==> src/logic/option_cfg_pkg.sv <==
// Constants, field layout and types of the option byte configuration.
// Assumes a single 20 MHz clock domain and a 32-bit register bus.
package option_cfg_pkg;
    localparam int ADDR_W = 8;
    localparam logic [ADDR_W-1:0] OFF_OPT0 = 8'h00;
    localparam logic [ADDR_W-1:0] OFF_OPT1 = 8'h04;
    localparam logic [ADDR_W-1:0] OFF_CMD = 8'h08;
    localparam logic [ADDR_W-1:0] OFF_STAT = 8'h0c;
    localparam int CMD_ERASE = 0;
    localparam int STAT_BUSY = 0;
    localparam int STAT_PROTECT = 1;
    localparam int STAT_MASK = 2;
    localparam int STAT_RESET = 3;
    localparam int STAT_PROG = 4;
    // Option byte 0 fields
    localparam int B0_HALT_RST = 7;
    localparam int B0_WDG_TYPE = 6;
    localparam int B0_LEVEL_HI = 4;
    localparam int B0_LEVEL_LO = 3;
    localparam int B0_PROTECT = 0;
    // Option byte 1 fields
    localparam int B1_RST_CYC = 6;
    localparam int B1_OSC_HI = 5;
    localparam int B1_OSC_LO = 4;
    localparam int B1_RANGE_HI = 3;
    localparam int B1_RANGE_LO = 1;
    localparam int B1_PLL_OFF = 0;
    localparam logic [1:0] LEVEL_OFF = 2'h3;
    localparam logic [7:0] ERASED_BYTE = 8'hff;
    localparam logic [7:0] SHIP_OPT0 = 8'he7;
    localparam logic [7:0] SHIP_OPT1 = 8'hef;
    localparam int CNT_W = 13;
    localparam logic [CNT_W-1:0] RESET_LONG = 13'h1000;
    localparam logic [CNT_W-1:0] RESET_SHORT = 13'h0100;

    typedef enum logic [2:0] {
        STORE_IDLE = 3'h1,
        STORE_WIPE = 3'h2,
        STORE_CLEAR = 3'h4
    } store_state_type;

    function automatic logic [CNT_W-1:0] phase_length(input logic short_sel);
        phase_length = short_sel ? RESET_SHORT : RESET_LONG;
    endfunction : phase_length
endpackage : option_cfg_pkg

==> src/logic/nv_if.sv <==
// Link between the bus front end and the option byte store.
// Assumes both ends run on the same clock.
`timescale 1ns/1ps
interface nv_if;
    logic prog_req;
    logic erase_req;
    logic byte_sel;
    logic [7:0] wdata;
    logic busy;
    logic [7:0] opt0;
    logic [7:0] opt1;
    modport store (
        input prog_req, erase_req, byte_sel, wdata,
        output busy, opt0, opt1
    );
    modport ctrl (
        output prog_req, erase_req, byte_sel, wdata,
        input busy, opt0, opt1
    );
endinterface : nv_if

==> src/logic/option_byte_config.sv <==
// Option byte configuration loader: store, APB access in programming
// mode, reset-time sampling and decode of the hardware configuration.
// Assumes APB master on clk_i; prog_mode_pin_i comes from a device pin.
//
// Function
// - option bytes reachable only in programming mode, never otherwise
// - blank option bytes read all ones
// - byte0 bit7 set forces reset on halt entry with watchdog running
// - byte0 bit6 clear makes watchdog always on; set leaves it to software
// - byte0 bits4:3 pick detector threshold; 11 turns detectors off
// - byte0 bit0 clear enables read-out and write protection
// - erasing options while protected first erases all program memory
// - mask coded parts keep fixed options, programming has no effect
// - user parts ship set to the internal RC clock
// - byte1 bit6 picks 4096 or 256 cycle reset phase, also halt exit
// - byte1 bits5:4 select main clock source
// - byte1 bits3:1 select oscillator frequency range
`timescale 1ns/1ps
module option_byte_config #(
    parameter bit MASK_ROM = 1'b0,
    parameter logic [7:0] MASK_OPT0 = option_cfg_pkg::SHIP_OPT0,
    parameter logic [7:0] MASK_OPT1 = option_cfg_pkg::SHIP_OPT1
) (
    input wire logic clk_i,
    input wire logic rst_i,
    input wire logic ce_i,
    input wire logic psel_i,
    input wire logic penable_i,
    input wire logic pwrite_i,
    input wire logic [option_cfg_pkg::ADDR_W-1:0] paddr_i,
    input wire logic [31:0] pwdata_i,
    output logic [31:0] prdata_o,
    output logic pready_o,
    output logic pslverr_o,
    input wire logic prog_mode_pin_i,
    input wire logic core_reset_req_i,
    input wire logic halt_enter_i,
    input wire logic halt_exit_i,
    input wire logic watchdog_run_i,
    input wire logic mem_erase_done_i,
    output logic mem_erase_o,
    output logic reset_active_o,
    output logic halt_reset_o,
    output logic watchdog_hw_enable_o,
    output logic low_supply_reset_detector_o,
    output logic supply_warning_detector_o,
    output logic [1:0] voltage_detect_level_o,
    output logic readout_protect_o,
    output logic [1:0] osc_source_type_o,
    output logic [2:0] osc_freq_range_o,
    output logic pll_enable_o
);
    import option_cfg_pkg::*;

    nv_if nv ();

    logic prog_meta;
    logic prog_mode;
    logic [7:0] opt0_q;
    logic [7:0] opt1_q;
    logic start_pend;
    logic latch;
    logic phase_start;
    logic phase_short;
    logic access_req;
    logic do_xfer;
    logic is_opt;
    logic mapped;
    logic req_err;
    logic [31:0] read_word;

    // Pin crossing; only the second stage is read
    always_ff @(posedge clk_i or posedge rst_i) begin
        if (rst_i) begin
            prog_meta <= 1'b0;
            prog_mode <= 1'b0;
        end else if (ce_i) begin
            prog_meta <= prog_mode_pin_i;
            prog_mode <= prog_meta;
        end
    end

    // APB decode
    assign access_req = psel_i && penable_i && !pready_o;
    assign do_xfer = psel_i && penable_i && pready_o;
    assign is_opt = (paddr_i == OFF_OPT0) || (paddr_i == OFF_OPT1);
    assign mapped = is_opt || (paddr_i == OFF_CMD) || (paddr_i == OFF_STAT);

    always_comb begin
        req_err = !mapped;
        if (mapped && paddr_i != OFF_STAT && !prog_mode) begin
            req_err = 1'b1;
        end
        if (pwrite_i && (paddr_i == OFF_STAT || nv.busy)) begin
            req_err = 1'b1;
        end
    end

    always_comb begin
        read_word = '0;
        if (!req_err) begin
            unique case (paddr_i)
                OFF_OPT0: read_word = {24'h000000, nv.opt0};
                OFF_OPT1: read_word = {24'h000000, nv.opt1};
                OFF_STAT: begin
                    read_word[STAT_BUSY] = nv.busy;
                    read_word[STAT_PROTECT] = readout_protect_o;
                    read_word[STAT_MASK] = MASK_ROM;
                    read_word[STAT_RESET] = reset_active_o;
                    read_word[STAT_PROG] = prog_mode;
                end
                default: read_word = '0;
            endcase
        end
    end

    // One wait state: answer is prepared in the first access cycle
    always_ff @(posedge clk_i or posedge rst_i) begin
        if (rst_i) begin
            pready_o <= 1'b0;
            pslverr_o <= 1'b0;
            prdata_o <= '0;
        end else if (ce_i) begin
            if (access_req) begin
                pready_o <= 1'b1;
                pslverr_o <= req_err;
                prdata_o <= pwrite_i ? 32'h00000000 : read_word;
            end else begin
                pready_o <= 1'b0;
                pslverr_o <= 1'b0;
            end
        end
    end

    // Writes take effect at the edge where pready is sampled high
    assign nv.prog_req = do_xfer && pwrite_i && !pslverr_o && is_opt;
    assign nv.byte_sel = (paddr_i == OFF_OPT1);
    assign nv.wdata = pwdata_i[7:0];
    assign nv.erase_req = do_xfer && pwrite_i && !pslverr_o
        && (paddr_i == OFF_CMD) && pwdata_i[CMD_ERASE];

    option_nv_store #(
        .MASK_ROM(MASK_ROM),
        .MASK_OPT0(MASK_OPT0),
        .MASK_OPT1(MASK_OPT1)
    ) u_store (
        .clk_i(clk_i),
        .rst_i(rst_i),
        .ce_i(ce_i),
        .mem_erase_done_i(mem_erase_done_i),
        .mem_erase_o(mem_erase_o),
        .nv(nv.store)
    );

    // Halt entry reset when the watchdog runs and the option asks for it
    always_ff @(posedge clk_i or posedge rst_i) begin
        if (rst_i) begin
            halt_reset_o <= 1'b0;
        end else if (ce_i) begin
            halt_reset_o <= halt_enter_i && watchdog_run_i
                && opt0_q[B0_HALT_RST];
        end
    end

    // Sampling waits out a store operation so a half-erased byte is never
    // taken as configuration
    assign latch = start_pend && !nv.busy;

    always_ff @(posedge clk_i or posedge rst_i) begin
        if (rst_i) begin
            start_pend <= 1'b1;
        end else if (ce_i) begin
            if (core_reset_req_i || halt_reset_o) begin
                start_pend <= 1'b1;
            end else if (latch) begin
                start_pend <= 1'b0;
            end
        end
    end

    always_ff @(posedge clk_i or posedge rst_i) begin
        if (rst_i) begin
            opt0_q <= SHIP_OPT0;
            opt1_q <= SHIP_OPT1;
        end else if (ce_i && latch) begin
            opt0_q <= nv.opt0;
            opt1_q <= nv.opt1;
        end
    end

    assign phase_start = latch || halt_exit_i;
    assign phase_short = latch ? nv.opt1[B1_RST_CYC] : opt1_q[B1_RST_CYC];

    reset_phase_timer u_timer (
        .clk_i(clk_i),
        .rst_i(rst_i),
        .ce_i(ce_i),
        .start_i(phase_start),
        .short_i(phase_short),
        .active_o(reset_active_o)
    );

    // Decode; reserved bits 5, 2 and 1 of byte 0 and bit 7 of byte 1 unused
    always_ff @(posedge clk_i or posedge rst_i) begin
        if (rst_i) begin
            watchdog_hw_enable_o <= 1'b0;
            low_supply_reset_detector_o <= 1'b0;
            supply_warning_detector_o <= 1'b0;
            voltage_detect_level_o <= LEVEL_OFF;
            readout_protect_o <= 1'b0;
            osc_source_type_o <= 2'h2;
            osc_freq_range_o <= 3'h7;
            pll_enable_o <= 1'b0;
        end else if (ce_i) begin
            watchdog_hw_enable_o <= !opt0_q[B0_WDG_TYPE];
            low_supply_reset_detector_o <=
                opt0_q[B0_LEVEL_HI:B0_LEVEL_LO] != LEVEL_OFF;
            supply_warning_detector_o <=
                opt0_q[B0_LEVEL_HI:B0_LEVEL_LO] != LEVEL_OFF;
            voltage_detect_level_o <=
                opt0_q[B0_LEVEL_HI:B0_LEVEL_LO];
            readout_protect_o <= !opt0_q[B0_PROTECT];
            osc_source_type_o <= opt1_q[B1_OSC_HI:B1_OSC_LO];
            osc_freq_range_o <= opt1_q[B1_RANGE_HI:B1_RANGE_LO];
            pll_enable_o <= !opt1_q[B1_PLL_OFF];
        end
    end
endmodule : option_byte_config

==> src/logic/option_nv_store.sv <==
// Non-volatile option byte store with program and erase sequencing.
// Assumes program memory erase logic on the same clock answers done.
`timescale 1ns/1ps
module option_nv_store #(
    parameter bit MASK_ROM = 1'b0,
    parameter logic [7:0] MASK_OPT0 = option_cfg_pkg::SHIP_OPT0,
    parameter logic [7:0] MASK_OPT1 = option_cfg_pkg::SHIP_OPT1
) (
    input wire logic clk_i,
    input wire logic rst_i,
    input wire logic ce_i,
    input wire logic mem_erase_done_i,
    output logic mem_erase_o,
    nv_if.store nv
);
    import option_cfg_pkg::*;

    store_state_type state;
    logic [7:0] opt_mem [2];
    logic protected_now;

    assign protected_now = !opt_mem[0][B0_PROTECT];
    assign nv.busy = (state != STORE_IDLE);
    assign nv.opt0 = opt_mem[0];
    assign nv.opt1 = opt_mem[1];

    always_ff @(posedge clk_i or posedge rst_i) begin
        if (rst_i) begin
            state <= STORE_IDLE;
        end else if (ce_i) begin
            unique case (state)
                STORE_IDLE: begin
                    if (nv.erase_req && !MASK_ROM) begin
                        state <= protected_now ? STORE_WIPE
                            : STORE_CLEAR;
                    end
                end
                STORE_WIPE: begin
                    if (mem_erase_done_i) begin
                        state <= STORE_CLEAR;
                    end
                end
                STORE_CLEAR: begin
                    state <= STORE_IDLE;
                end
            endcase
        end
    end

    // Program memory wipe request, one pulse per protected erase
    always_ff @(posedge clk_i or posedge rst_i) begin
        if (rst_i) begin
            mem_erase_o <= 1'b0;
        end else if (ce_i) begin
            mem_erase_o <= (state == STORE_IDLE) && nv.erase_req && !MASK_ROM
                && protected_now;
        end
    end

    // Programming only clears bits; only an erase, or rst_i reloading the ship values, sets them again
    always_ff @(posedge clk_i or posedge rst_i) begin
        if (rst_i) begin
            opt_mem[0] <= MASK_ROM ? MASK_OPT0 : SHIP_OPT0;
            opt_mem[1] <= MASK_ROM ? MASK_OPT1 : SHIP_OPT1;
        end else if (ce_i && !MASK_ROM) begin
            if (state == STORE_CLEAR) begin
                opt_mem[0] <= ERASED_BYTE;
                opt_mem[1] <= ERASED_BYTE;
            end else if (nv.prog_req && state == STORE_IDLE) begin
                opt_mem[nv.byte_sel] <= opt_mem[nv.byte_sel] & nv.wdata;
            end
        end
    end
endmodule : option_nv_store

==> src/logic/reset_phase_timer.sv <==
// Counts the reset phase length in CPU cycles.
// Assumes start_i is a one-cycle pulse from the same clock domain.
`timescale 1ns/1ps
module reset_phase_timer (
    input wire logic clk_i,
    input wire logic rst_i,
    input wire logic ce_i,
    input wire logic start_i,
    input wire logic short_i,
    output logic active_o
);
    import option_cfg_pkg::*;

    logic [CNT_W-1:0] count;

    always_ff @(posedge clk_i or posedge rst_i) begin
        if (rst_i) begin
            count <= '0;
        end else if (ce_i) begin
            if (start_i) begin
                count <= phase_length(short_i);
            end else if (count != '0) begin
                count <= count - 13'h0001;
            end
        end
    end

    // Held high through power-on reset until the first phase ends
    always_ff @(posedge clk_i or posedge rst_i) begin
        if (rst_i) begin
            active_o <= 1'b1;
        end else if (ce_i) begin
            if (start_i) begin
                active_o <= 1'b1;
            end else if (count == 13'h0001) begin
                active_o <= 1'b0;
            end
        end
    end
endmodule : reset_phase_timer
==> config.mk <==
export PLATFORM = sky130hd
export DESIGN_NAME = option_byte_config
export DESIGN_NICKNAME = d
export VERILOG_FILES = /design/src/logic/option_cfg_pkg.sv /design/src/logic/nv_if.sv /design/src/logic/option_byte_config.sv /design/src/logic/option_nv_store.sv /design/src/logic/reset_phase_timer.sv
export SDC_FILE = /design/constraint.sdc
export NUM_CORES = 1
export LEC_CHECK = 0
export BUFFER_PORTS_ARGS = -buffer_cell sky130_fd_sc_hd__buf_2
export CELL_PAD_IN_SITES_DETAIL_PLACEMENT = 1
export CELL_PAD_IN_SITES_GLOBAL_PLACEMENT = 1
export CORE_AREA = 2 2 94 96
export DETAILED_ROUTE_END_ITERATION = 8
export DIE_AREA = 0 0 96 98
export PLACE_DENSITY = 0.88
export SYNTH_ARGS = -nofsm -noshare
export SYNTH_HDL_FRONTEND = slang
export SYNTH_SLANG_ARGS = --single-unit
==> constraint.sdc <==
create_clock -name clk_i -period 4.6 [get_ports clk_i]
set_clock_uncertainty 0.15 [all_clocks]
set_input_delay 0.92 -clock clk_i [delete_from_list [all_inputs] [get_ports clk_i]]
set_output_delay 0.92 -clock clk_i [all_outputs]
set_load 0.05 [all_outputs]
==> key figures, run 1 <==
Outcome
  • Status: complete, no violations

CTS
  • Setup Buffers After CTS: 0
  • H-tree depth: 3
  • Clk Latency, worst-skew pair: 0.35 ns
  • Clock root buffer: clkbuf_8
  • Cts bufs inserted: 9
  • Reg clk slew, reported paths: 0.08 ns
  • Clock Path Buffers: 2
  • CTS tree: yes
  • # resized after CTS: 0
  • Clk sinks: 71
  • Post-CTS Hold Buffers: 0

Pwr
  • Int Pwr: between 1 and 1.5 mW
  • Clk pwr share: 23.4%
  • Max VDD drop: about 0.31 mV
  • P_leak: 1.70 nW
  • Combinational power share: 34.0%
  • Power Density: between 600 and 700 nW/µm²
  • Seq pwr share: 42.6%
  • Sw frac: roughly two fifths
  • Sw Pwr: 0.920 mW

Synthesis
  • Mapped Cells: around 320
  • Post-synthesis sequential area ratio: 52.8%
  • Synth Area in Compound Gates: 11.6%
  • Area of the mapped netlist: 3440 µm²
  • #FFs+latches synth: 71
  • Largest family of logic cells by synthesized area: simple AND/OR/NAND/NOR gates
  • Mux cell area share after synthesis: 9.50%
  • Cell variety after synth: 47
  • EDFF count, synth: 0
  • Syn_area_per_cell: about 11 µm²
  • Top FF cell, synth: dfrtp_1
  • Synth Area in Adders: about 1.1%
  • Post-synthesis simple-gate area fraction: 14.4%
  • Post-Synth XOR/XNOR Area: 2.04%
  • Async SR Flop Fraction: 100%
  • Yosys warning total: 0

STA
  • Fin. Hold Viols: 0
  • Setup_tns: 0 ns
  • Worst-margin pin slew: around 1.1 ns
  • Final Setup Violations: 0
  • Tmin final: 2.60 ns
  • Pins Over Slew Limit: 0
  • Final period util: 56.6%
  • RSZ-0062 raised after global routing: no
  • Post-route setup slack: 2.00 ns
  • Headroom to the max-slew limit: 27.5%
  • F_max: 384 MHz

Layout
  • Layout Cells excl Fill: about 480
  • # diodes: 0
  • Area Overhead vs Synth: 13.6%
  • Layout cell share with drive strength beyond 1: 34.7%
  • Final nets: around 430
  • Most frequent cells in the layout: 52 x buf_2, 40 x dfrtp_1, 35 x o21ai_0
  • Commonest non-fill, non-tap cell in the layout: buf_2

GRT
  • Via count of the first global-routing pass: ~2.7k
  • Tot GR Track Use: 19.2%
  • Congestion Overflow GR: 0
  • Initial antenna violation count: 0
  • First-pass GRT wire length: 14.0 mm
  • Pin count of the biggest net entering global routing: 54

Worst setup path
  • Worst-path cell chain: buf_2, nor4_1, nand4_1, or4_1, o21ai_0, nand2_1
  • Critical path type: input pin to flip-flop
  • WP data required: about 4.6 ns
  • Max stage delay on crit path: 0.62 ns
  • Slowest library cell on the worst path: or4_1
  • Worst reg2reg startpoint: u_timer.count[0]
  • Startpoint Class: input pin
  • CP startpoint: paddr_i[1]
  • CP Max Fanout: 8
  • Crit path DAT: between 2 and 3 ns
  • Worst setup EP type: flip-flop

Floorplan
  • Die Span X: 96 µm
  • Row cnt: 34
  • Core Area: 8470 µm²
  • Chip height: 98 µm
  • Starting Density: 40.6%
  • Die area: 9410 µm²
  • Top Ports: 101

Routing
  • Antenna viol nets, final: 0
  • DRT Wirelength: approximately 8.4 mm
  • 1st-pass router iterations: 4
  • # DRC: 0
  • Via/cell ratio: 5.30
  • First DRT Iteration DRCs: 120
  • WL per Instance: 17.5 µm
  • Vias post-DR: between 2k and 3k

Placement
  • Place WS: 1.71 ns
  • Detailed placement HPWL: 5.94 mm
  • Final GP Congestion: 0.780
  • Port Buffers: 52
  • Cell count after placement: about 470

Worst hold path
  • Hold path start: start_pend
  • Hold WC Path Type: flip-flop to flip-flop

Flow run
  • Max-cap check violation count: 0
power by group through the flow:
stage                     Clock [mW]  Sequential (mW)  Combinational (mW)
final                          0.558             1.02               0.812
after global routing           0.591             1.04               0.891
after CTS                      0.564             1.02               0.821
after detailed placement           0             1.03               0.804
after global placement             0             1.01               0.767
after floorplan                    0             1.12               0.527
per-layer routing:
metal,track usage [%],wire length (µm),up-vias
met5,0,0,-
li1,-,-,1187
met4,5.16,108,0
met2,33.1,4480,61
met3,5.32,379,11
met1,23.4,3470,1300
sequential cells by signal, indices dropped and copies added, names as in the netlist, 2 cells and up:
name	flops
u_store.state	3
voltage_detect_level_o	2
osc_freq_range_o	3
prdata_o	8
opt0_q	5
u_store.nv.opt0	8
u_timer.count	13
osc_source_type_o	2
u_store.nv.opt1	8
opt1_q	7
cell usage after synthesis, drive strengths merged, types with 4 or more instances:
cell type	n	area share [%]
or3	4	0.76
nor3	4	0.58
dfrtp	40	29
xnor2	8	2.0
nor2	18	2.0
o21ai	35	5.1
mux2i	9	2.6
nand3	7	1.0
nand2	34	3.7
nor4	8	1.5
dfstp	31	24
clkbuf	13	1.4
a21oi	6	0.87
mux2	21	6.9
inv	10	1.1
buf	27	5.9
a22o	4	1.0
or4	6	1.5
nand4	4	0.73
kinds of logic after synthesis:
logic type               after synthesis
AND/OR/NAND/NOR                       96
flip-flops                            71
AO/OA/AOI/OAI                         63
buffers and inverters                 50
multiplexers                          30
XOR/XNOR                               8
adder cells (fa/ha/maj)                3
other                                  1
cell type report:
type / count / area (µm²)
Tap cell: 108 / 135
Timing Repair Buffer: 54 / 275
Multi-Input combinational cell: 224 / 1420
Inverter: 10 / 37.5
Clock buffer: 10 / 138
Fill cell: 970 / 4560
Sequential cell: 71 / 1820
Clock inverter: 6 / 83.8
stage by stage:
stage               power, mW  hold slack (ns)  instance area [µm²]  util (%)
finish                   2.39            0.330                 3910      46.1
global route             2.53            0.353                 3910      46.1
CTS                      2.40            0.327                 3910      46.1
detailed placement       1.83            0.315                 3680      43.5
global placement         1.78            0.303                 3680      43.5
floorplan                1.65            0.290                 3520         -
final timing paths:
check                                          end  slack (ns)  depth (start not counted)
worst min register to register          start_pend        0.33                          2
max in group asynchronous       u_store.nv.opt0[0]        2.66                          3
min in group asynchronous        u_timer.count[10]        0.69                          2
worst min-delay path                    start_pend        0.33                          2
worst max-delay path            u_store.nv.opt0[4]        2.00                          6
worst max register to register    u_timer.count[6]        2.06                          7
critical path, delay by kind of cell:
family | cells | cell delay [ns]
and+or+nand+nor | 4 | 1.36
AOI/OAI and AO/OA | 1 | 0.26
buffers and inverters | 1 | 0.10
Power figures use the tool's default switching activity.
==> inputs of run 2 (changes only) <==
--- a/config.mk
+++ b/config.mk
@@ -8,10 +8,10 @@
 export BUFFER_PORTS_ARGS = -buffer_cell sky130_fd_sc_hd__buf_2
 export CELL_PAD_IN_SITES_DETAIL_PLACEMENT = 1
 export CELL_PAD_IN_SITES_GLOBAL_PLACEMENT = 1
-export CORE_AREA = 2 2 94 96
+export CORE_AREA = 2 2 101 103
 export DETAILED_ROUTE_END_ITERATION = 8
-export DIE_AREA = 0 0 96 98
-export PLACE_DENSITY = 0.88
+export DIE_AREA = 0 0 103 105
+export PLACE_DENSITY = 0.82
 export SYNTH_ARGS = -nofsm -noshare
 export SYNTH_HDL_FRONTEND = slang
 export SYNTH_SLANG_ARGS = --single-unit
==> constraint.sdc (replaced) <==
create_clock -name clk_i -period 2.3 [get_ports clk_i]
set_clock_uncertainty 0.15 [all_clocks]
set_input_delay 0.46 -clock clk_i [delete_from_list [all_inputs] [get_ports clk_i]]
set_output_delay 0.46 -clock clk_i [all_outputs]
set_load 0.05 [all_outputs]
==> key figures, run 2 (same netlist as run 1, synthesis figures left out) <==
STA
  • Headroom to the max-slew limit: 54.3% (was 27.5%)
  • Worst-margin pin slew: 0.683 ns (was 1.09 ns)
  • F_max: 453 MHz
  • Final period util: about 96%
  • RSZ-0062 raised after global routing: no (unchanged)
  • Fin. Hold Viols: 0 (unchanged)
  • Post-route setup slack: 0.0912 ns (was 2.00 ns)
  • Pins Over Slew Limit: 0 (unchanged)
  • Final Setup Violations: 0 (unchanged)
  • Tmin final: 2.21 ns

Placement
  • Final GP Congestion: 0.829 (was 0.780)
  • DP Area: 3860 µm² (was 3680 µm²)
  • Place WS: -0.0986 ns (was 1.71 ns)
  • Port Buffers: 52 (unchanged)
  • Cell count after placement: 508 (was 467)
  • Detailed placement HPWL: 6.21 mm (was 5.94 mm)

GRT
  • First-pass GRT wire length: 14.5 mm (was 14.0 mm)
  • Congestion Overflow GR: 0 (unchanged)
  • Via count of the first global-routing pass: 2920 (was 2743)
  • Pin count of the biggest net entering global routing: 51 (was 54)
  • Initial antenna violation count: 0 (unchanged)
  • Tot GR Track Use: 17.1% (was 19.2%)

Worst setup path
  • Critical path type: flip-flop to flip-flop (was input pin to flip-flop)
  • Startpoint Class: flip-flop (was input pin)
  • WP data required: 2.42 ns (was 4.64 ns)
  • CP Max Fanout: 4 (was 8)
  • Worst setup EP type: flip-flop (unchanged)
  • Crit path DAT: 2.33 ns (was 2.64 ns)

CTS
  • Setup Buffers After CTS: 0 (unchanged)
  • Clk sinks: 71 (unchanged)
  • Cts bufs inserted: 9 (unchanged)
  • Clock root buffer: clkbuf_8 (unchanged)
  • Clock Path Buffers: 2 (unchanged)
  • Clk Latency, worst-skew pair: 0.35 ns (about the same)
  • H-tree depth: 3 (unchanged)
  • CTS tree: yes (unchanged)
  • Reg clk slew, reported paths: 0.08 ns (about the same)

Floorplan
  • Die area: 10800 µm² (was 9410 µm²)
  • Row cnt: 36 (was 34)
  • Starting Density: 35.7% (was 40.6%)
  • Die Span X: 103 µm (was 96 µm)
  • Chip height: 105 µm (was 98 µm)
  • Core Area: 9640 µm² (was 8470 µm²)
  • Top Ports: 101 (unchanged)

Layout
  • Biggest register: u_timer.count (unchanged)
  • Most frequent cells in the layout: 52 x buf_2, 40 x dfrtp_1, 34 x o21ai_0, 34 x nand2_1, 31 x dfstp_2 (was 52 x buf_2, 40 x dfrtp_1, 35 x o21ai_0)
  • Commonest non-fill, non-tap cell in the layout: buf_2 (unchanged)
  • Final nets: 442 (was 425)
  • Area Overhead vs Synth: 18.4% (was 13.6%)
  • Max FFs per register: 13 (unchanged)
  • Final design area excluding fillers: 4070 µm² (was 3910 µm²)
  • Core Util, Final: 42.2% (was 46.1%)
  • Fill cells: 1132 (was 970)
  • Layout cell share with drive strength beyond 1: 37.0% (was 34.7%)
  • Layout Cells excl Fill: 525 (was 483)
  • # diodes: 0 (unchanged)

Flow run
  • Max-cap check violation count: 0 (unchanged)

Routing
  • Vias post-DR: 2623 (was 2559)
  • Via/cell ratio: 5.00 (was 5.30)
  • Antenna viol nets, final: 0 (unchanged)
  • # DRC: 0 (unchanged)
  • DRT Wirelength: 8.58 mm (was 8.44 mm)
  • WL per Instance: 16.3 µm (was 17.5 µm)
  • First DRT Iteration DRCs: 70 (was 120)
  • 1st-pass router iterations: 4 (unchanged)

Outcome
  • Status: complete, no violations (unchanged)

Pwr
  • Max VDD drop: 0.659 mV (was 0.308 mV)
  • P_leak: 1.76 nW (was 1.70 nW)
  • Power Density: 1180 nW/µm² (was 611 nW/µm²)

Worst hold path
  • Hold WC Path Type: input pin to flip-flop (was flip-flop to flip-flop)
==> run 2: area by class of cell <==
cell class / count / area, µm² / area share [%]
Clock inverter: 4 / 47.5 / 1.17
Clock buffer: 12 / 135 / 3.32
Multi-Input combinational cell: 224 / 1430 / 35.2
Inverter: 10 / 41.3 / 1.01
Tap cell: 133 / 166 / 4.09
Sequential cell: 71 / 1820 / 44.6
Timing Repair Buffer: 71 / 430 / 10.6
==> run 2: per-stage QoR <==
step           power (mW)  hold slack, ns  TNS, ns
2_1_floorplan        3.30           0.290        0
3_3_place_gp         3.69           0.312  -0.0149
3_5_place_dp         3.81           0.321   -0.519
4_1_cts              4.80           0.191        0
5_1_grt              5.09           0.201        0
6_report             4.79           0.198        0
==> run 2: timing repair <==
item	in CTS	in global routing
endpoints found under the hold margin	9	0
resized for setup	0	4
setup endpoints to repair	0	8
hold buffers	1	0
==> run 2: worst max-delay path, cell delays in order, from the launching register on <==
cell	delay (ns)
dfrtp_1	0.38
buf_4	0.14
or4_4	0.57
or4_4	0.43
or3_1	0.32
a21oi_1	0.15
==> run 2: power by group <==
part | leakage [nW] | switching (mW) | total, mW | internal, mW
Clock | 0.0904 | 0.462 | 0.961 | 0.499
Combinational | 0.845 | 1.12 | 1.80 | 0.683
Sequential | 0.825 | 0.289 | 2.02 | 1.73
Total | 1.76 | 1.87 | 4.79 | 2.91
==> run 2: routing by layer <==
metal / GRT usage, % / share of wire, % / up-vias
met5: 0 / 0 / -
met4: 6.48 / 1.5 / 0
met3: 3.28 / 3.5 / 10
met2: 29.4 / 53 / 57
met1: 21.0 / 42 / 1334
li1: - / - / 1222
==> run 2: worst paths after layout <==
kind	cells past startpoint	slack, ns	startpoint	end
min in group asynchronous	3	0.53	rst_i	halt_reset_o
worst max-delay path	5	0.09	u_timer.count[1]	u_timer.count[7]
max in group asynchronous	4	0.81	rst_i	u_store.nv.opt0[6]
worst min register to register	1	0.33	opt0_q[4]	supply_warning_detector_o
worst min-delay path	2	0.20	prog_mode_pin_i	prog_meta
worst max register to register	5	0.09	u_timer.count[1]	u_timer.count[7]
